==> src/vdar_pkg.sv <==
// Constants, register map and state types of the voltage-dip restart supervisor.
// Assumes one 25 MHz system clock and the plain register port of vdar_supervisor.
package vdar_pkg;

    // ------------------------------------------------------------
    // Timing
    // ------------------------------------------------------------
    localparam int unsigned CLK_PERIOD_NS = 40;
    localparam int unsigned TICK_NS = 100_000_000;               // 0.1 s base step
    localparam int unsigned TICK_CYC = TICK_NS / CLK_PERIOD_NS;
    localparam logic [7:0] TENTHS_PER_S = 8'h0A;
    localparam logic [7:0] REPEAT_WIN = 8'h0A;                    // 1 s
    localparam logic [7:0] OCCUR_WIN = 8'h2D;                     // 4.5 s
    localparam logic [6:0] PCT_SCALE = 7'h64;                     // 100 %

    // ------------------------------------------------------------
    // Register offsets (byte addresses)
    // ------------------------------------------------------------
    localparam logic [7:0] A_CTRL = 8'h00;
    localparam logic [7:0] A_NOMV = 8'h04;
    localparam logic [7:0] A_THR = 8'h08;
    localparam logic [7:0] A_IMMTO = 8'h0C;
    localparam logic [7:0] A_DELTO = 8'h10;
    localparam logic [7:0] A_DRTO = 8'h14;
    localparam logic [7:0] A_STAT = 8'h18;
    localparam logic [7:0] A_EVT = 8'h1C;
    localparam logic [7:0] A_MASK = 8'h20;
    localparam logic [7:0] A_CNTIMM = 8'h24;
    localparam logic [7:0] A_CNTDEL = 8'h28;
    localparam logic [7:0] A_CNTMAN = 8'h2C;

    // ------------------------------------------------------------
    // Reset values and encodings
    // ------------------------------------------------------------
    localparam logic [1:0] MODE_NONE = 2'h0;
    localparam logic [1:0] MODE_AUTO = 2'h2;
    localparam logic [15:0] NOMV_RST = 16'h0190;
    localparam logic [7:0] DIPPCT_RST = 8'h41;                    // 65 %
    localparam logic [7:0] RSTPCT_RST = 8'h5A;                    // 90 %
    localparam logic [7:0] IMMTO_RST = 8'h02;                     // 0.2 s in tenths
    localparam logic [8:0] DELTO_RST = 9'h004;                    // 4 s
    localparam logic [8:0] DELTO_INF = 9'h12D;                    // 301 s = infinite
    localparam logic [13:0] DRTO_RST = 14'h0002;                  // 2 s
    localparam int unsigned EVT_W = 4;
    localparam int unsigned EV_DIP = 0;
    localparam int unsigned EV_IMM = 1;
    localparam int unsigned EV_DEL = 2;
    localparam int unsigned EV_MAN = 3;

    // Gray along run -> dip -> delayed -> manual
    typedef enum logic [1:0] {
        ST_RUN = 2'b00,
        ST_DIP = 2'b01,
        ST_DELAY = 2'b11,
        ST_MANUAL = 2'b10
    } vdar_state_t;

    typedef struct packed {
        logic [1:0] mode;
        logic [15:0] nomV;
        logic [7:0] dipPct;
        logic [7:0] rstPct;
        logic [7:0] immTo;
        logic [8:0] delTo;
        logic [13:0] drTo;
        logic [EVT_W-1:0] mask;
    } vdar_cfg_t;

    typedef struct packed {
        logic dipDetected;
        logic dipOccurred;
        logic condImm;
        logic condDel;
        logic condMan;
        logic motorOut;
    } vdar_flags_t;

    typedef struct packed {
        vdar_cfg_t cfg;
        vdar_flags_t flg;
        vdar_state_t st;
        logic [21:0] tickCnt;
        logic [11:0] durCnt;
        logic [11:0] delLeft;
        logic delInf;
        logic [7:0] immSnap;
        logic [16:0] holdCnt;
        logic [16:0] holdSnap;
        logic [7:0] sinceDip;
        logic prevDip;
        logic repeatDip;
        logic [EVT_W-1:0] evt;
        logic [15:0] cntImm;
        logic [15:0] cntDel;
        logic [15:0] cntMan;
        logic [31:0] rdData;
        logic irq;
    } vdar_regs_t;

endpackage

==> src/vdar_supervisor.sv <==
// Voltage-dip automatic restart supervisor: dip detection, duration
// classification, delayed-restart timing, status, counters and registers.
// Assumes synchronous inputs on clk_sys and a single-cycle strobe register port.
//
// Overview of operation
// - Dip restart handling acts only when the dip mode setting is 2.
// - Dips are found from instantaneous phase voltage against shared thresholds.
// - Three outcomes: immediate restart, delayed restart, manual restart.
// - Manual outcome keeps the motor stopped until a run command.
// - Dip duration runs from voltage loss until voltage restoration.
// - Dip releases the output; auto outcome drives it again.
// - A short dip that repeats within 1 s gets the delayed or manual outcome, as a long dip does.
// - Immediate timeout is set in tenths of a second, default 0.2 s.
// - Delayed timeout 0 to 300 s, default 4 s; 301 means infinite.
// - Dip restart timeout in whole seconds, default 2 s.
// - Dip threshold 65 % and restart threshold 90 % of nominal voltage.
// - Dip detection flag is high for the whole dip.
// - Dip occurred flag is high within 4.5 s of the last dip.
// - One condition flag and one counter for each outcome.
// - Delayed timer pauses while a new dip lasts.
// - Start or stop command cancels a pending delayed restart.
// - A running timer keeps its old duration after a setting change.
module vdar_supervisor #(
    parameter int unsigned TICK_CYCLES = vdar_pkg::TICK_CYC
) (
    // Clock and reset
    input wire logic clk_sys,
    input wire logic nrst,
    // Measurement and commands
    input wire logic [15:0] phaseVolt,
    input wire logic runCmd,
    input wire logic stopCmd,
    // Register port
    input wire logic [7:0] regAddr,
    input wire logic [31:0] regWrData,
    input wire logic regWr,
    input wire logic regRd,
    output logic [31:0] regRdData,
    // Motor drive, status and interrupt
    output logic motorOut,
    output logic dipDetected,
    output logic dipOccurred,
    output logic condImm,
    output logic condDel,
    output logic condMan,
    output logic irq
);

    // ------------------------------------------------------------
    // State
    // ------------------------------------------------------------
    localparam int unsigned EVT_W_L = vdar_pkg::EVT_W;
    localparam logic [21:0] TICK_LAST = 22'(TICK_CYCLES - 1);

    vdar_pkg::vdar_regs_t r;
    vdar_pkg::vdar_regs_t next_r;

    logic [23:0] voltScaled;
    logic [23:0] dipLevel;
    logic [23:0] rstLevel;
    logic belowDip;
    logic aboveRst;
    logic tick;
    logic autoOn;
    logic [EVT_W_L-1:0] evtSet;
    logic [EVT_W_L-1:0] evtClr;

    // Threshold compare in percent of nominal; multiply avoids a divider
    assign voltScaled = 24'(phaseVolt) * 24'(vdar_pkg::PCT_SCALE);
    assign dipLevel = 24'(r.cfg.nomV) * 24'(r.cfg.dipPct);
    assign rstLevel = 24'(r.cfg.nomV) * 24'(r.cfg.rstPct);
    assign belowDip = voltScaled < dipLevel;
    assign aboveRst = voltScaled >= rstLevel;
    assign tick = r.tickCnt == TICK_LAST;
    assign autoOn = r.cfg.mode == vdar_pkg::MODE_AUTO;

    // Registered outputs
    assign regRdData = r.rdData;
    assign motorOut = r.flg.motorOut;
    assign dipDetected = r.flg.dipDetected;
    assign dipOccurred = r.flg.dipOccurred;
    assign condImm = r.flg.condImm;
    assign condDel = r.flg.condDel;
    assign condMan = r.flg.condMan;
    assign irq = r.irq;

    // ------------------------------------------------------------
    // Behaviour notes
    // ------------------------------------------------------------
    // Timebase
    //   Free-running tick every TICK_CYCLES clocks, a tenth of a second.
    //   Durations count whole ticks, so each is good to one tick.
    // Dip detection
    //   Voltage times 100 against nominal times percent: no divider.
    //   Two thresholds give hysteresis between dip and restore.
    //   Only a driven motor in the run state starts a sequence.
    //   A stopped motor has nothing to restart, so its dips pass.
    // Classification
    //   Duration runs from dip entry until the restore compare holds.
    //   Short and isolated: drive again on the cycle after restore.
    //   Short but repeated: falls to the delayed or manual outcome.
    //   Delayed timer still running at restore: delayed restart.
    //   Delayed timer already expired: wait for the operator.
    //   Infinite delayed setting never expires, never goes manual.
    // Delayed restart
    //   Timer loaded at dip entry, so the dip uses up delay time.
    //   A new dip freezes the timer and clears the hold count.
    //   Restore must hold for the dip restart time before drive.
    //   Run or stop cancels; run also drives the motor at once.
    // Manual restart
    //   Drive stays off whatever the voltage does, until a run.
    //   Stop beside run keeps the drive off.
    // Settings
    //   Timer settings are copied at dip entry.
    //   A write during a sequence acts from the next dip on.
    //   Thresholds are read live, so their writes act at once.
    //   Leaving the auto mode aborts a sequence, drive off.
    // Status and counters
    //   Condition flags are levels; immediate lasts to next dip.
    //   A counter steps when its sequence is entered.
    //   A cancelled delayed sequence still counts as entered.
    //   Counters wrap at 16 bits; software must read them often.
    //   Recent-dip flag spans the live dip and 4.5 s from its start.
    // Events and interrupt
    //   Event bits are sticky and clear on a read of their register.
    //   An event in the read cycle survives the clear: none lost.
    //   Interrupt level is registered together with the events.
    // Register port
    //   Read data stands for one cycle only, zero otherwise.
    //   Writes to read-only or unmapped offsets are dropped.
    //   No wait states: a write completes in its own cycle, read data follows in the next.

    // ------------------------------------------------------------
    // Next-state logic
    // ------------------------------------------------------------
    always_comb
    begin
        next_r = r;
        evtSet = '0;
        evtClr = '0;
        next_r.rdData = '0;

        // 0.1 s base tick, all timers step on it
        next_r.tickCnt = tick ? '0 : r.tickCnt + 22'h00_0001;

        // Time since last dip start, saturating
        if (tick && r.sinceDip != 8'hFF)
        begin
            next_r.sinceDip = r.sinceDip + 8'h01;
        end

        // Operator commands act directly outside a dip
        if (runCmd && r.st != vdar_pkg::ST_DIP)
        begin
            next_r.flg.motorOut = 1'b1;
        end
        if (stopCmd)
        begin
            next_r.flg.motorOut = 1'b0;
        end

        case (r.st)
            vdar_pkg::ST_RUN:
            begin
                // Only a running motor under auto mode enters a sequence
                if (autoOn && belowDip && r.flg.motorOut)
                begin
                    next_r.st = vdar_pkg::ST_DIP;
                    next_r.flg.motorOut = 1'b0;
                    next_r.flg.dipDetected = 1'b1;
                    next_r.flg.condImm = 1'b0;
                    next_r.durCnt = '0;
                    // Snapshot settings so later writes wait for the next dip
                    next_r.immSnap = r.cfg.immTo;
                    next_r.delInf = r.cfg.delTo == vdar_pkg::DELTO_INF;
                    // Widen before the product so 300 s and 9999 s do not wrap
                    next_r.delLeft = 12'(r.cfg.delTo) * 12'(vdar_pkg::TENTHS_PER_S);
                    next_r.holdSnap = 17'(r.cfg.drTo) * 17'(vdar_pkg::TENTHS_PER_S);
                    next_r.repeatDip = r.prevDip
                        && r.sinceDip < vdar_pkg::REPEAT_WIN;
                    next_r.sinceDip = '0;
                    next_r.prevDip = 1'b1;
                    evtSet[vdar_pkg::EV_DIP] = 1'b1;
                end
            end

            vdar_pkg::ST_DIP:
            begin
                next_r.flg.motorOut = 1'b0;
                if (tick)
                begin
                    if (r.durCnt != 12'hFFF)
                    begin
                        next_r.durCnt = r.durCnt + 12'h001;
                    end
                    if (r.delLeft != '0)
                    begin
                        next_r.delLeft = r.delLeft - 12'h001;
                    end
                end
                if (aboveRst)
                begin
                    next_r.flg.dipDetected = 1'b0;
                    next_r.holdCnt = '0;
                    if (r.durCnt < 12'(r.immSnap) && !r.repeatDip)
                    begin
                        next_r.st = vdar_pkg::ST_RUN;
                        next_r.flg.motorOut = 1'b1;
                        next_r.flg.condImm = 1'b1;
                        next_r.cntImm = r.cntImm + 16'h0001;
                        evtSet[vdar_pkg::EV_IMM] = 1'b1;
                    end
                    else if (r.delInf || r.delLeft != '0)
                    begin
                        next_r.st = vdar_pkg::ST_DELAY;
                        next_r.flg.condDel = 1'b1;
                        next_r.cntDel = r.cntDel + 16'h0001;
                        evtSet[vdar_pkg::EV_DEL] = 1'b1;
                    end
                    else
                    begin
                        next_r.st = vdar_pkg::ST_MANUAL;
                        next_r.flg.condMan = 1'b1;
                        next_r.cntMan = r.cntMan + 16'h0001;
                        evtSet[vdar_pkg::EV_MAN] = 1'b1;
                    end
                end
            end

            vdar_pkg::ST_DELAY:
            begin
                next_r.flg.motorOut = 1'b0;
                next_r.flg.dipDetected = belowDip
                    || (r.flg.dipDetected && !aboveRst);
                if (belowDip && !r.flg.dipDetected)
                begin
                    next_r.sinceDip = '0;
                    evtSet[vdar_pkg::EV_DIP] = 1'b1;
                end
                // Timer frozen while a new dip lasts
                if (tick && !next_r.flg.dipDetected && r.delLeft != '0)
                begin
                    next_r.delLeft = r.delLeft - 12'h001;
                end
                // Restored voltage must hold for the dip restart timeout
                if (next_r.flg.dipDetected)
                begin
                    next_r.holdCnt = '0;
                end
                else if (tick && r.holdCnt != 17'h1_FFFF)
                begin
                    next_r.holdCnt = r.holdCnt + 17'h0_0001;
                end
                if (runCmd || stopCmd)
                begin
                    next_r.st = vdar_pkg::ST_RUN;
                    next_r.flg.condDel = 1'b0;
                    next_r.flg.dipDetected = 1'b0;
                    next_r.flg.motorOut = runCmd && !stopCmd;
                end
                else if (!r.delInf && r.delLeft == '0 && !next_r.flg.dipDetected
                    && r.holdCnt >= r.holdSnap)
                begin
                    next_r.st = vdar_pkg::ST_RUN;
                    next_r.flg.condDel = 1'b0;
                    next_r.flg.motorOut = 1'b1;
                end
            end

            vdar_pkg::ST_MANUAL:
            begin
                // No self restart: only a run command or leaving auto mode leaves
                next_r.flg.motorOut = 1'b0;
                if (runCmd && !stopCmd)
                begin
                    next_r.st = vdar_pkg::ST_RUN;
                    next_r.flg.condMan = 1'b0;
                    next_r.flg.motorOut = 1'b1;
                end
            end

            default:
            begin
                next_r.st = vdar_pkg::ST_RUN;
            end
        endcase

        // Leaving auto mode drops any sequence
        if (!autoOn && r.st != vdar_pkg::ST_RUN)
        begin
            next_r.st = vdar_pkg::ST_RUN;
            next_r.flg.dipDetected = 1'b0;
            next_r.flg.condDel = 1'b0;
            next_r.flg.condMan = 1'b0;
        end

        // Recent-dip flag covers the live dip and 4.5 s after its start
        next_r.flg.dipOccurred = next_r.flg.dipDetected
            || (next_r.prevDip && next_r.sinceDip < vdar_pkg::OCCUR_WIN);

        // Register writes; settings feed timers only at their next start
        if (regWr)
        begin
            case (regAddr)
                vdar_pkg::A_CTRL: next_r.cfg.mode = regWrData[1:0];
                vdar_pkg::A_NOMV: next_r.cfg.nomV = regWrData[15:0];
                vdar_pkg::A_THR:
                begin
                    next_r.cfg.dipPct = regWrData[7:0];
                    next_r.cfg.rstPct = regWrData[15:8];
                end
                vdar_pkg::A_IMMTO: next_r.cfg.immTo = regWrData[7:0];
                vdar_pkg::A_DELTO: next_r.cfg.delTo = regWrData[8:0];
                vdar_pkg::A_DRTO: next_r.cfg.drTo = regWrData[13:0];
                vdar_pkg::A_MASK: next_r.cfg.mask = regWrData[EVT_W_L-1:0];
                default: next_r.cfg = r.cfg;
            endcase
        end

        // Register reads, data valid in the following cycle
        if (regRd)
        begin
            case (regAddr)
                vdar_pkg::A_CTRL: next_r.rdData = 32'(r.cfg.mode);
                vdar_pkg::A_NOMV: next_r.rdData = 32'(r.cfg.nomV);
                vdar_pkg::A_THR: next_r.rdData = 32'({r.cfg.rstPct, r.cfg.dipPct});
                vdar_pkg::A_IMMTO: next_r.rdData = 32'(r.cfg.immTo);
                vdar_pkg::A_DELTO: next_r.rdData = 32'(r.cfg.delTo);
                vdar_pkg::A_DRTO: next_r.rdData = 32'(r.cfg.drTo);
                vdar_pkg::A_STAT: next_r.rdData = 32'({r.st, r.flg});
                vdar_pkg::A_EVT:
                begin
                    next_r.rdData = 32'(r.evt);
                    evtClr = r.evt;
                end
                vdar_pkg::A_MASK: next_r.rdData = 32'(r.cfg.mask);
                vdar_pkg::A_CNTIMM: next_r.rdData = 32'(r.cntImm);
                vdar_pkg::A_CNTDEL: next_r.rdData = 32'(r.cntDel);
                vdar_pkg::A_CNTMAN: next_r.rdData = 32'(r.cntMan);
                default: next_r.rdData = '0;
            endcase
        end

        // Sticky events: a new event beats a read clear in the same cycle
        next_r.evt = (r.evt & ~evtClr) | evtSet;
        next_r.irq = |(next_r.evt & next_r.cfg.mask);
    end

    // ------------------------------------------------------------
    // State register
    // ------------------------------------------------------------
    always_ff @(posedge clk_sys or negedge nrst)
    begin
        if (!nrst)
        begin
            r <= '0;
            r.cfg.mode <= vdar_pkg::MODE_NONE;
            r.cfg.nomV <= vdar_pkg::NOMV_RST;
            r.cfg.dipPct <= vdar_pkg::DIPPCT_RST;
            r.cfg.rstPct <= vdar_pkg::RSTPCT_RST;
            r.cfg.immTo <= vdar_pkg::IMMTO_RST;
            r.cfg.delTo <= vdar_pkg::DELTO_RST;
            r.cfg.drTo <= vdar_pkg::DRTO_RST;
            r.st <= vdar_pkg::ST_RUN;
            r.sinceDip <= 8'hFF;
        end
        else
        begin
            r <= next_r;
        end
    end

endmodule

==> config.mk <==
export PLATFORM = sky130hd
export DESIGN_NAME = vdar_supervisor
export DESIGN_NICKNAME = d
export VERILOG_FILES = /design/src/vdar_pkg.sv /design/src/vdar_supervisor.sv
export SDC_FILE = /design/constraint.sdc
export NUM_CORES = 1
export LEC_CHECK = 0
export ABC_AREA = 1
export CORE_MARGIN = 3
export CORE_UTILIZATION = 45
export CTS_CLUSTER_DIAMETER = 50
export CTS_CLUSTER_SIZE = 25
export DETAILED_ROUTE_END_ITERATION = 8
export DONT_BUFFER_PORTS = 1
export PLACE_DENSITY = 0.71
export SLEW_MARGIN = 20
export SYNTH_ARGS = -nofsm -noshare
export SYNTH_HDL_FRONTEND = slang
export SYNTH_SLANG_ARGS = --single-unit
==> constraint.sdc <==
create_clock -name clk_sys -period 11.6 [get_ports clk_sys]
set_input_delay 2.32 -clock clk_sys [delete_from_list [all_inputs] [get_ports clk_sys]]
set_output_delay 2.32 -clock clk_sys [all_outputs]
set_load 0.03 [all_outputs]
* After elaboration in Yosys (flattened, before gate mapping)
Index checks and enable logic that the tools add are counted.
** Operators by class
- Add/subtract/negate cells :: 8
- Multipliers :: 5
- Divide/modulo/power cells :: 0
- Order comparisons :: 6
- Eq/ne operators :: 37
- Shift operators :: 0
- Mux-type cells :: 59
- Bitwise logic cells :: 6
- Reduce and logical (&&, ||, !) cells :: 56
** Operator list (count)
- $pmux 16 s12 :: 1
- $mux 17 :: 3
- $add 16x1->16 const B :: 3
- $mul 16x8->24 :: 2
- $mux 12 :: 3
- $pmux 12 s3 :: 1
- $pmux 17 s2 :: 1
- $mux 33 :: 1
- $eq 8x5->1 const B :: 4
- $eq 8x6->1 const B :: 4
- $ge 23x24->1 :: 1
- $lt 23x24->1 :: 1
- $mux 24 :: 1
- $pmux 12 s2 :: 1
- $add 22x1->22 const B :: 1
- $eq 22x22->1 const B :: 1
- $mux 22 :: 1
- $mul 16x5->21 const B :: 1
- $ne 3x3->1 const B :: 7
- $mux 4 :: 5
- $reduce_and 4->1 :: 5
- $mux 1 :: 18
- $add 17x1->17 const B :: 1
- $ge 17x17->1 :: 1
- other kinds (46) :: 109
** Word-level totals
- Flip-flop bits (word level) :: 260
- Bits in latches :: 0
- Bits in writable memories :: 0
- ROM bits :: 0
- Logic and storage cells :: 208
- Memories kept :: 0

* Depth between registers and ports, before layout
Gate-level depths: netlist (run 1).
- Depth after elaboration :: 12
- Depth in mapped cells :: 42
- Gate-level depth less buffers :: 40

* Worst setup path after synthesis (run 1)
Ideal clock, no wire load.
- Kind :: input port to flip-flop
- From :: input port phaseVolt[2]
- To :: register r[146] (netlist name)
- Data arrival time :: 6.533 ns
- Path slack :: 4.943 ns
- Stages :: 31
- Path through :: ha_1 > ha_1 > inv_1 > fa_1 > inv_1 > ha_1 > a21oi_1 > nand2_1 > nand2_1 > o211ai_1 > a21oi_1 > o21bai_1 > a21oi_1 > nor2_1 > nor2_1 > xor2_1 > inv_1 > ha_1 > a21oi_1 > o21ai_0 > a21oi_1 > o21bai_1 > a21oi_1 > nand2_1 > nand2_8 > nand2_4 > nand2_4 > o21ai_4 > buf_4 > o211ai_1 > nand2_1
** On the way
- Cells in the longest elaborated chain, start to end :: 10
- Elaborated cells on any way between the ends :: 14
- Classes of those cells :: mul: 1; order compare: 2; eq/ne: 2; reduce/logical: 9
** RTL lines
- start, declared :: line vdar_supervisor.sv:30 : input wire logic [15:0] phaseVolt,
- $mul 16x5->21 * :: line vdar_supervisor.sv:69 : assign voltScaled = 24'(phaseVolt) * 24'(vdar_pkg::PCT_SCALE);
- $ge 23x24->1 :: line vdar_supervisor.sv:73 : assign aboveRst = voltScaled >= rstLevel;
- $logic_not 1->1 :: line vdar_supervisor.sv:234 : || (r.flg.dipDetected && !aboveRst);
- $logic_and 1x1->1 :: line vdar_supervisor.sv:234
- $logic_or 1x1->1 :: line vdar_supervisor.sv:234
- $logic_not 1->1 :: line vdar_supervisor.sv:241 : if (tick && !next_r.flg.dipDetected && r.delLeft != '0)
- $logic_and 1x1->1 (2 in a row) :: line vdar_supervisor.sv:241
- $ne 2x2->1 (no line)
- $reduce_and 5->1 (no line) *
- end signal, assigned :: line vdar_supervisor.sv:369 : r <= next_r;
- end, declared :: line vdar_supervisor.sv:55 : vdar_pkg::vdar_regs_t r;
Every way passes the cells marked *; elsewhere a longest branch is shown, timed or not.
A chain may end at the register's enable or synchronous reset.

* Final worst setup path (run 1)
- From :: register r[244] (netlist name)
- To :: register r[119] (netlist name)
** On the way
- Cells in the longest elaborated chain, start to end :: 7
- Elaborated cells on any way between the ends :: 12
- Classes of those cells :: mul: 2; order compare: 2; eq/ne: 2; mux: 2; reduce/logical: 4
** RTL lines
- $mul 16x8->24 :: line vdar_supervisor.sv:71 : assign rstLevel = 24'(r.cfg.nomV) * 24'(r.cfg.rstPct);
- $ge 23x24->1 :: line vdar_supervisor.sv:73
- $logic_not 1->1 :: line vdar_supervisor.sv:234
- $logic_and 1x1->1 :: line vdar_supervisor.sv:234
- $logic_or 1x1->1 :: line vdar_supervisor.sv:234
- $ne 3x3->1 (no line) / $mux 17 (equally long branches)
- $reduce_and 3->1 (no line) / $pmux 17 s2 (equally long branches)
Parallel ways exist; a longest one is shown, timed or not.

==> results_dict.tcl, run 1 <==
set metrics [dict create \
    synthCells 3355 \
    post_cts_buffers 0 \
    synthTopCellsByArea "dfrtp_1 (22%), fa_1 (14%), ha_1 (13%)" \
    yosysTopAreaCell "dfrtp_1" \
    yosysMostFrequentCell "nand2_1" \
    ys_types 71 \
    ios 101 \
    h-tree-depth 1 \
    hold_end "r[162]" \
    die_h_um 243.5 \
    grt_overflow 0 \
    cts_resized 0 \
    max_cap_violations 0 \
    yosysSeqAreaShare_pct 24.15 \
    layout.nets 3767 \
    cp.required_ps 12060 \
    setup_viol 0 \
    cts.sinks 244 \
    synth-edff-count 0 \
    max_freq_ghz 0.1285 \
    async_flop_share_pct 100.0 \
    nFillCells 5435 \
    core_mm2 0.05542 \
    path_buf_inv 5 \
    ctsHoldBuffers 0 \
    drt_first_iter_violations 1470 \
    slowest_delay_ps 790 \
    hp-class "flip-flop to flip-flop" \
    hold_viol_final 0 \
    worst_r2r_endpoint "r[119]" \
    p_leak_nw 14.59 \
    synth.ff_latch_count 244 \
    ys.flop_type "dfrtp_1" \
    track_usage_pct 20.64 \
    netlist_area_mm2 0.02539 \
    dieArea_mm2 0.05930 \
    hp-start "r[162]" \
    crit_top_cell "nand2_1" \
    outcome "finished, final reports clean" \
    start_util_pct 45.81 \
    rows 86 \
    hold_depth 1 \
    root_buffer "clkbuf_16" \
    maxSlewHeadroom_pct 33.90 \
    clkTransAtPathRegs_ps 80 \
    ant_nets 0 \
    grt_first_pass_wirelength_mm 101.2 \
    slew_violations 0 \
    cts_tree "done" \
    remaining_drc_errors 0 \
    p_total_mw 2.474 \
    drive_gt1_share_pct 4.386 \
    critPathSlowestCell "o21bai_4" \
    cp-end-kind "flip-flop" \
    p_per_area_mw_per_mm2 93.16 \
    antenna_found_initial 5 \
    avgSynthCellArea_um2 7.567 \
    wl_per_cell_um 14.98 \
    worstPathMaxFanout 32 \
    cp-start-kind "flip-flop" \
    synthToLayoutAreaGrowth_pct 4.608 \
    gp_congestion 0.9314 \
    die-width_um 243.5 \
    synth_common_cells "nand2_1 (779), inv_1 (758), ha_1 (257)" \
    peakVddDrop_uv 102.6 \
    clock_skew_ps 29.67 \
    grt_pass1_vias 20110 \
    clock_latency_ps 550 \
    rsz0062_at_grt "no" \
    vias_per_cell 5.110 \
    io_buffers 0 \
    wirelength_mm 60.44 \
    dr.pass1.iters 8 \
    setup_tns_ps 0 \
    regToRegStartpoint "r[244]" \
    cts-buffers-inserted 22 \
    hpwl_mm 46.78 \
    r2r_setup_slack_ps 3820 \
    path_class "flip-flop to flip-flop" \
    synth_top_area_share_pct 22.08 \
    cp-startpoint "r[244]" \
    num_vias 20620 \
    fin_crit_ps 7782 \
    r2r_cells 33 \
    cp_data_arrival_time_ps 8240 \
    post-route-period-util_pct 67.09 \
    crit_family "adder cells" \
    worstMarginPinSlew_ps 988.8 \
    synth_warnings 0 \
    grt_max_degree 245 \
    clock_path_buffers 3 \
]
-- final cells by class --
type | instances | area, um2 | area share [%]
clock inverters | 16 | 227.7 | 0.8574
multi-input cells | 2228 | 15750 | 59.30
diodes | 3 | 7.507 | 0.02827
flip-flops and latches | 244 | 6131 | 23.08
clock buffers | 24 | 589.3 | 2.219
repair buffers | 6 | 45.04 | 0.1696
well taps | 748 | 935.9 | 3.524
inverters | 765 | 2872 | 10.81
-- registers in the layout (all words and copies together) (netlist names) --
signal and count:
r 221, irq 1, motorOut 1, dipDetected 1, condImm 1, dipOccurred 1
regRdData 16, condMan 1, condDel 1
-- per-stage QoR --
stage | setup WS [ps] | area (um2) | instances | hold slack (ps) | utilization (%)
2_1_floorplan | 4943 | 25440 | 3370 | 425.1 | -
3_3_place_gp | 3714 | 25730 | 3991 | 443.7 | 46.44
3_5_place_dp | 3705 | 25730 | 3991 | 452.1 | 46.44
4_1_cts | 3809 | 26550 | 4031 | 462.3 | 47.91
5_1_grt | 3225 | 26550 | 4031 | 484.0 | 47.91
6_report | 3818 | 26560 | 4034 | 461.0 | 47.93
-- cells in the final DEF (no fill, tap or decap), types with 5 or more instances in the layout --
master	instances
o211ai_1	6
nand2_1	779
xor2_1	91
a21oi_1	133
o21ai_1	6
xnor2_1	35
a21o_1	8
a221oi_1	17
nor3_2	9
o21ai_0	174
a211oi_1	6
nand2_2	19
o21ai_2	16
o22ai_1	15
dfstp_2	20
clkbuf_16	23
nor4_1	16
ha_1	257
buf_4	6
inv_2	5
nor2_2	6
nor3_1	48
a31oi_1	15
nand3_1	115
o31ai_1	7
fa_1	181
conb_1	16
inv_1	758
nor2_1	156
nand4_1	34
dfrtp_1	224
-- cell families (layout without fill, tap and decap cells) --
kind of cell               Yosys count  after routing  synth area share (%)
other                                1             19               0.01477
muxes                                1              1               0.04435
adders and majority gates          438            438                 26.94
AOI/OAI and AO/OA                  439            439                 10.18
buffers and inverters              898            811                 14.04
xor gates and xnor gates           126            126                 4.347
and+or+nand+nor                   1208           1208                 20.29
DFF                                244            244                 24.15
-- how the worst max path moves through the flow --
| stage | to | slack (ps) | cells after the start |
|---|---|---|---|
| 2_1_floorplan | r[146] | 4940 | 31 |
| 3_3_place_gp | r[138] | 3710 | 29 |
| 3_5_place_dp | r[120] | 3700 | 27 |
| 4_1_cts | r[119] | 3810 | 31 |
| 5_1_grt | r[125] | 3230 | 31 |
| 6_report | r[119] | 3820 | 33 |
-- worst register-to-register path: cells and delay by family, from the launching register on --
family / cells / cell delay [ps]
adders and majority gates: 6 / 2830
AOI/OAI and AO/OA: 9 / 2060
and+or+nand+nor: 12 / 1660
DFF: 1 / 710
buffers and inverters: 5 / 300
xor gates and xnor gates: 1 / 130
-- power breakdown --
| group | total, mW | internal [mW] | switching, mW |
|---|---|---|---|
| sequential | 0.995 | 0.905 | 0.0905 |
| clock | 0.827 | 0.438 | 0.389 |
| combinational | 0.652 | 0.240 | 0.411 |
| total | 2.47 | 1.58 | 0.891 |
-- per-layer routing --
metal  part of all wire (%)  routed length, um  global-route usage (%)
met5                  0.038                 23                       0
met4                    2.2               1343                   4.210
met3                    7.0               4214                   3.863
met2                     46              27850                   34.24
met1                     45              27010                   28.33
Power figures use the tool's default switching activity.
==> run 2, diff against run 1 <==
PLACE_DENSITY = 0.73   (was 0.71)
clock period = 6.4 ns   (was 11.6 ns; I/O delays follow)
==> run 2 against run 1 <==
  * The run now ends with setup timing left
  * Sequential power rose by 78%
  * Via count rose by 6.8%
  * Setup slack got worse by 3900 ps
  * Total power rose by 89%
  * First-iteration DRC count rose by 19%
  * Largest power group unchanged
==> results_dict.tcl, run 2 (synthesized netlist as in run 1, its figures left out) <==
set metrics [dict create \
    outcome "finished, violations left" \
    violations "setup timing" \
    p_leak_nw 16.16 \
    vias_per_cell 5.139 \
    rsz0062_at_grt "yes" \
    hold_viol_final 0 \
    layout.area.seq_mm2 0.006143 \
    cp-end-kind "flip-flop" \
    final_cell_mix "inv_1 (724), nand2_1 (714), ha_1 (235)" \
    ant_nets 0 \
    finalWorstSetupSlack_ps -50.92 \
    slowest_delay_ps 550 \
    clkTransAtPathRegs_ps 100 \
    p_sw_mw 1.695 \
    clock_skew_ps 39.15 \
    h-tree-depth 1 \
    cp-start-kind "flip-flop" \
    grt_first_pass_wirelength_mm 105.5 \
    gp_congestion 0.9526 \
    pwr-share-clk_pct 29.6 \
    cts-buffers-inserted 20 \
    cp.required_ps 6850 \
    io_buffers 0 \
    p_per_area_mw_per_mm2 156.3 \
    wirelength_mm 66.44 \
    dr.pass1.iters 5 \
    remaining_drc_errors 0 \
    finalNonFillerCells 4283 \
    top_register "r" \
    worst_r2r_endpoint "r[76]" \
    worstPathMaxFanout 6 \
    rows 86 \
    peakVddDrop_uv 171.9 \
    synthToLayoutAreaGrowth_pct 17.74 \
    path_class "flip-flop to flip-flop" \
    wl_per_cell_um 15.51 \
    post-route-period-util_pct 100.8 \
    root_buffer "clkbuf_16" \
    cts_tree "done" \
    worstMarginPinSlew_ps 1028 \
    clock_latency_ps 550 \
    track_usage_pct 21.44 \
    r2r_cells 37 \
    hpwl_mm 50.14 \
    setup_viol 21 \
    ios 101 \
    swShare_pct 36.27 \
    max_freq_ghz 0.1550 \
    die-width_um 243.5 \
    pre_cts_ws_ps -302.1 \
    largest_register_ffs 221 \
    num_vias 22010 \
    drive_gt1_share_pct 17.27 \
    dieArea_mm2 0.05930 \
    maxSlewHeadroom_pct 31.23 \
    antenna_found_initial 2 \
    power_frac_seq_pct 37.8 \
    cts.sinks 244 \
    regToRegStartpoint "r[247]" \
    placed_cells 4181 \
    die_h_um 243.5 \
    drt_first_iter_violations 1753 \
    grt_overflow 0 \
    critPathSlowestCell "fa_1" \
    mostFrequentLayoutCell "inv_1" \
    cp_data_arrival_time_ps 6900 \
    ctsHoldBuffers 0 \
    multiInputGateArea_mm2 0.01696 \
    grt_pass1_vias 21040 \
    internal_power_mw 2.977 \
    core_mm2 0.05542 \
    r2r_setup_slack_ps -50 \
    clock_path_buffers 3 \
    fin_crit_ps 6451 \
    nFillCells 4913 \
    cp-startpoint "r[247]" \
    hp-class "input pin to async pin" \
    max_cap_violations 0 \
    start_util_pct 45.81 \
    layout.nets 4019 \
    slew_violations 0 \
    grt_max_degree 245 \
    combPwrFrac_pct 32.6 \
]
==> run 2: power by group through the flow <==
stage	Sequential [mW]	Clock (mW)	Combinational [mW]
3_5_place_dp	1.79	0	1.27
5_1_grt	1.78	1.47	1.71
2_1_floorplan	1.74	0	0.946
3_3_place_gp	1.79	0	1.23
4_1_cts	1.76	1.40	1.37
6_report	1.77	1.38	1.52
==> run 2: worst max-delay path by stage <==
| stage | to | slack (ps) | cells after the start |
|---|---|---|---|
| after detailed placement | r[155] | -300 | 34 |
| after global placement | r[160] | -200 | 34 |
| after floorplan | r[149] | 9 | 36 |
| final | r[76] | -50 | 37 |
| after CTS | r[125] | -7 | 35 |
| after global routing | r[61] | -300 | 36 |
==> run 2: what timing repair did <==
action | CTS | global route
gates resized for setup | 79 | 270
setup buffers | 28 | 40
setup endpoints to repair | 115 | 137
pin swaps | 50 | 150
gates cloned | 4 | 3
==> run 2: routing by layer <==
layer / global-route usage (%) / share of wire (%)
met1: 30.59 / 44
met2: 34.94 / 47
met5: 0 / 0
met3: 3.027 / 6.9
met4: 4.298 / 2.3
==> run 2: cell type report <==
type	instances	share of cell area [%]
clock buffers	24	1.725
diodes	2	0.01674
clock inverters	12	0.6823
well taps	748	3.131
multi-input cells	2231	56.73
repair buffers	257	7.522
inverters	765	9.640
flip-flops and latches	244	20.55
==> run 2: per-stage QoR <==
stage	area, um2	total power, mW	setup TNS, ps	hold WS (ps)	utilization [%]
3_3_place_gp	27310	3.023	-6053	445.3	49.28
4_1_cts	28720	4.530	-6.551	437.5	51.83
2_1_floorplan	25450	2.683	0	425.1	-
3_5_place_dp	27310	3.064	-15630	459.3	49.28
6_report	29890	4.672	-500.1	466.9	53.94
5_1_grt	29890	4.955	-18660	430.2	53.93
==> run 2: critical path, delay by kind of cell (launching register included) <==
family	cells	cell delay, ps
fa+ha+maj	6	2690
simple gates	14	1450
buf+inv	9	810
compound gates	7	760
flops	1	410
xor+xnor	1	220
==> run 3, diff against run 2 <==
==> constraint.sdc (replaced) <==
create_clock -name clk_sys -period 6.4 [get_ports clk_sys]
set_input_delay 0.32 -clock clk_sys [delete_from_list [all_inputs] [get_ports clk_sys]]
set_output_delay 0.32 -clock clk_sys [all_outputs]
set_load 0.03 [all_outputs]
==> run 3 against run 2 <==
  * First-iteration DRC count decreased by 14%
  * Die area unchanged
  * Largest power group unchanged
  * Largest cell class unchanged
  * Maximum frequency decreased by 0.59%
  * Register-to-register slack got worse by 40 ps
  * The flow still finishes with violations (setup timing)
==> results_dict.tcl, run 3 (synthesized netlist as in run 1, its figures left out) <==
set metrics [dict create \
    multiInputGateArea_mm2 0.01700 \
    slew_violations 0 \
    ant_nets 0 \
    critPathSlowestCell "fa_1" \
    wirelength_mm 66.60 \
    io_buffers 0 \
    dr.pass1.iters 6 \
    post-route-period-util_pct 101.4 \
    top_usage_layer "met2" \
    root_buffer "clkbuf_16" \
    synthToLayoutAreaGrowth_pct 17.77 \
    dieArea_mm2 0.05930 \
    setup_viol 16 \
    wl_per_cell_um 15.57 \
    layout.area.seq_mm2 0.006145 \
    mostFrequentLayoutCell "inv_1" \
    cp-start-kind "flip-flop" \
    pre_cts_ws_ps -175.9 \
    cts.sinks 244 \
    endpoint "r[76]" \
    slowest_delay_ps 520 \
    cts-buffers-inserted 17 \
    cp_data_arrival_time_ps 6910 \
    grt_pass1_vias 21190 \
    cts_tree "done" \
    largest_register_ffs 221 \
    clock_skew_ps 19.23 \
    die_h_um 243.5 \
    nFillCells 4945 \
    grt_overflow 0 \
    r2r_cells 37 \
    max_freq_ghz 0.1541 \
    regToRegStartpoint "r[249]" \
    fin_util_pct 53.96 \
    finalWorstSetupSlack_ps -88.91 \
    max_cap_violations 0 \
    p_per_area_mw_per_mm2 148.6 \
    path_class "flip-flop to flip-flop" \
    start_util_pct 45.81 \
    hold_viol_final 0 \
    grt_max_degree 245 \
    gp_congestion 0.9495 \
    outcome "finished, violations left" \
    clock_latency_ps 520 \
    maxSlewHeadroom_pct 30.13 \
    worstMarginPinSlew_ps 1035 \
    rsz0062_at_grt "yes" \
    top_register "r" \
    rows 86 \
    track_usage_pct 21.48 \
    r2r_setup_slack_ps -90 \
    cp-end-kind "flip-flop" \
    num_vias 22060 \
    die-width_um 243.5 \
    fin_crit_ps 6489 \
    clock_path_buffers 3 \
    drt_first_iter_violations 1514 \
    worst_r2r_endpoint "r[76]" \
    cp.required_ps 6820 \
    h-tree-depth 1 \
    peakVddDrop_uv 205.6 \
    antenna_found_initial 5 \
    ios 101 \
    remaining_drc_errors 0 \
    clkTransAtPathRegs_ps 100 \
    layout.nets 4018 \
    core_mm2 0.05542 \
    hp-class "input pin to flip-flop" \
    drive_gt1_share_pct 17.35 \
    use_met2_pct 34.31 \
    final_cell_mix "inv_1 (732), nand2_1 (702), ha_1 (235)" \
    gr-usage-met1_pct 30.43 \
    hpwl_mm 50.60 \
    violations "setup timing" \
    p_leak_nw 16.09 \
    use_met3_pct 3.203 \
    crit_top_cell "nand2_1" \
    vias_per_cell 5.156 \
    cp-startpoint "r[249]" \
    grt_first_pass_wirelength_mm 105.4 \
    worstPathMaxFanout 6 \
]
-- run 3: changes by cell type in the layout (fill, tap and decap cells not counted), sizes merged --
cell,previous run,this run
nor2,168,167
clkinvlp,1,0
dlygate4sd3,0,7
buf,257,253
clkbuf,24,19
inv,770,767
clkinv,4,6
diode,2,3
-- run 3: per-layer routing --
metal	share of wire [%]	vias to the layer above
li1	-	10660
met1	43	10680
met3	6.7	114
met4	3.0	2
met5	0.021	-
met2	47	609
-- run 3: how the worst min path moves through the flow --
stage	slack, ps	to	startpoint	cells past startpoint
floorplan	20	condDel	nrst	0
global placement	50	r[157]	nrst	0
detailed placement	50	r[134]	nrst	0
CTS	3	r[260]	regWr	2
global route	20	r[234]	regWrData[15]	2
finish	4	r[258]	regWrData[15]	2
-- run 3: timing repair --
item                                   CTS  global route
cloned                                   3             3
hold buffers                             7             1
endpoints found under the hold margin  255           107
buffers inserted                        20            40
gates resized for setup                 62           312
setup endpoints to repair              104           137
pin swaps                               21           174
-- run 3: area by class of cell --
class	instances	share of cell area (%)
well taps	748	3.130
clock inverters	10	0.4561
multi-input cells	2230	56.84
diodes	3	0.02511
inverters	765	9.696
repair buffers	260	7.821
flip-flops and latches	244	20.55
clock buffers	19	1.481
-- run 3: metrics by stage --
stage	total power [mW]	area (um2)	instances	setup TNS, ps	hold WS [ps]
6_report	4.442	29900	4279	-461.9	3.836
2_1_floorplan	2.683	25450	3370	0	24.41
5_1_grt	4.729	29890	4276	-19780	24.25
3_5_place_dp	3.075	27290	4180	-8576	49.21
3_3_place_gp	3.040	27290	4180	-1955	49.54
4_1_cts	4.338	28470	4239	-32.92	2.840
-- run 3: report_power, final --
part           total (mW)  switching, mW  internal (mW)  leakage [nW]
clock                1.19          0.593          0.602         0.285
combinational        1.48          0.897          0.581          12.7
sequential           1.77          0.129           1.64          3.06
total                4.44           1.62           2.82          16.1
-- run 3: worst max-delay path: cells and delay by family, from the launching register on --
family	cells	cell delay [ps]
buffers and inverters	9	780
XOR/XNOR	1	170
adder cells (fa/ha/maj)	6	2610
AO/OA/AOI/OAI	4	460
flip-flops	1	440
AND/OR/NAND/NOR	17	1910
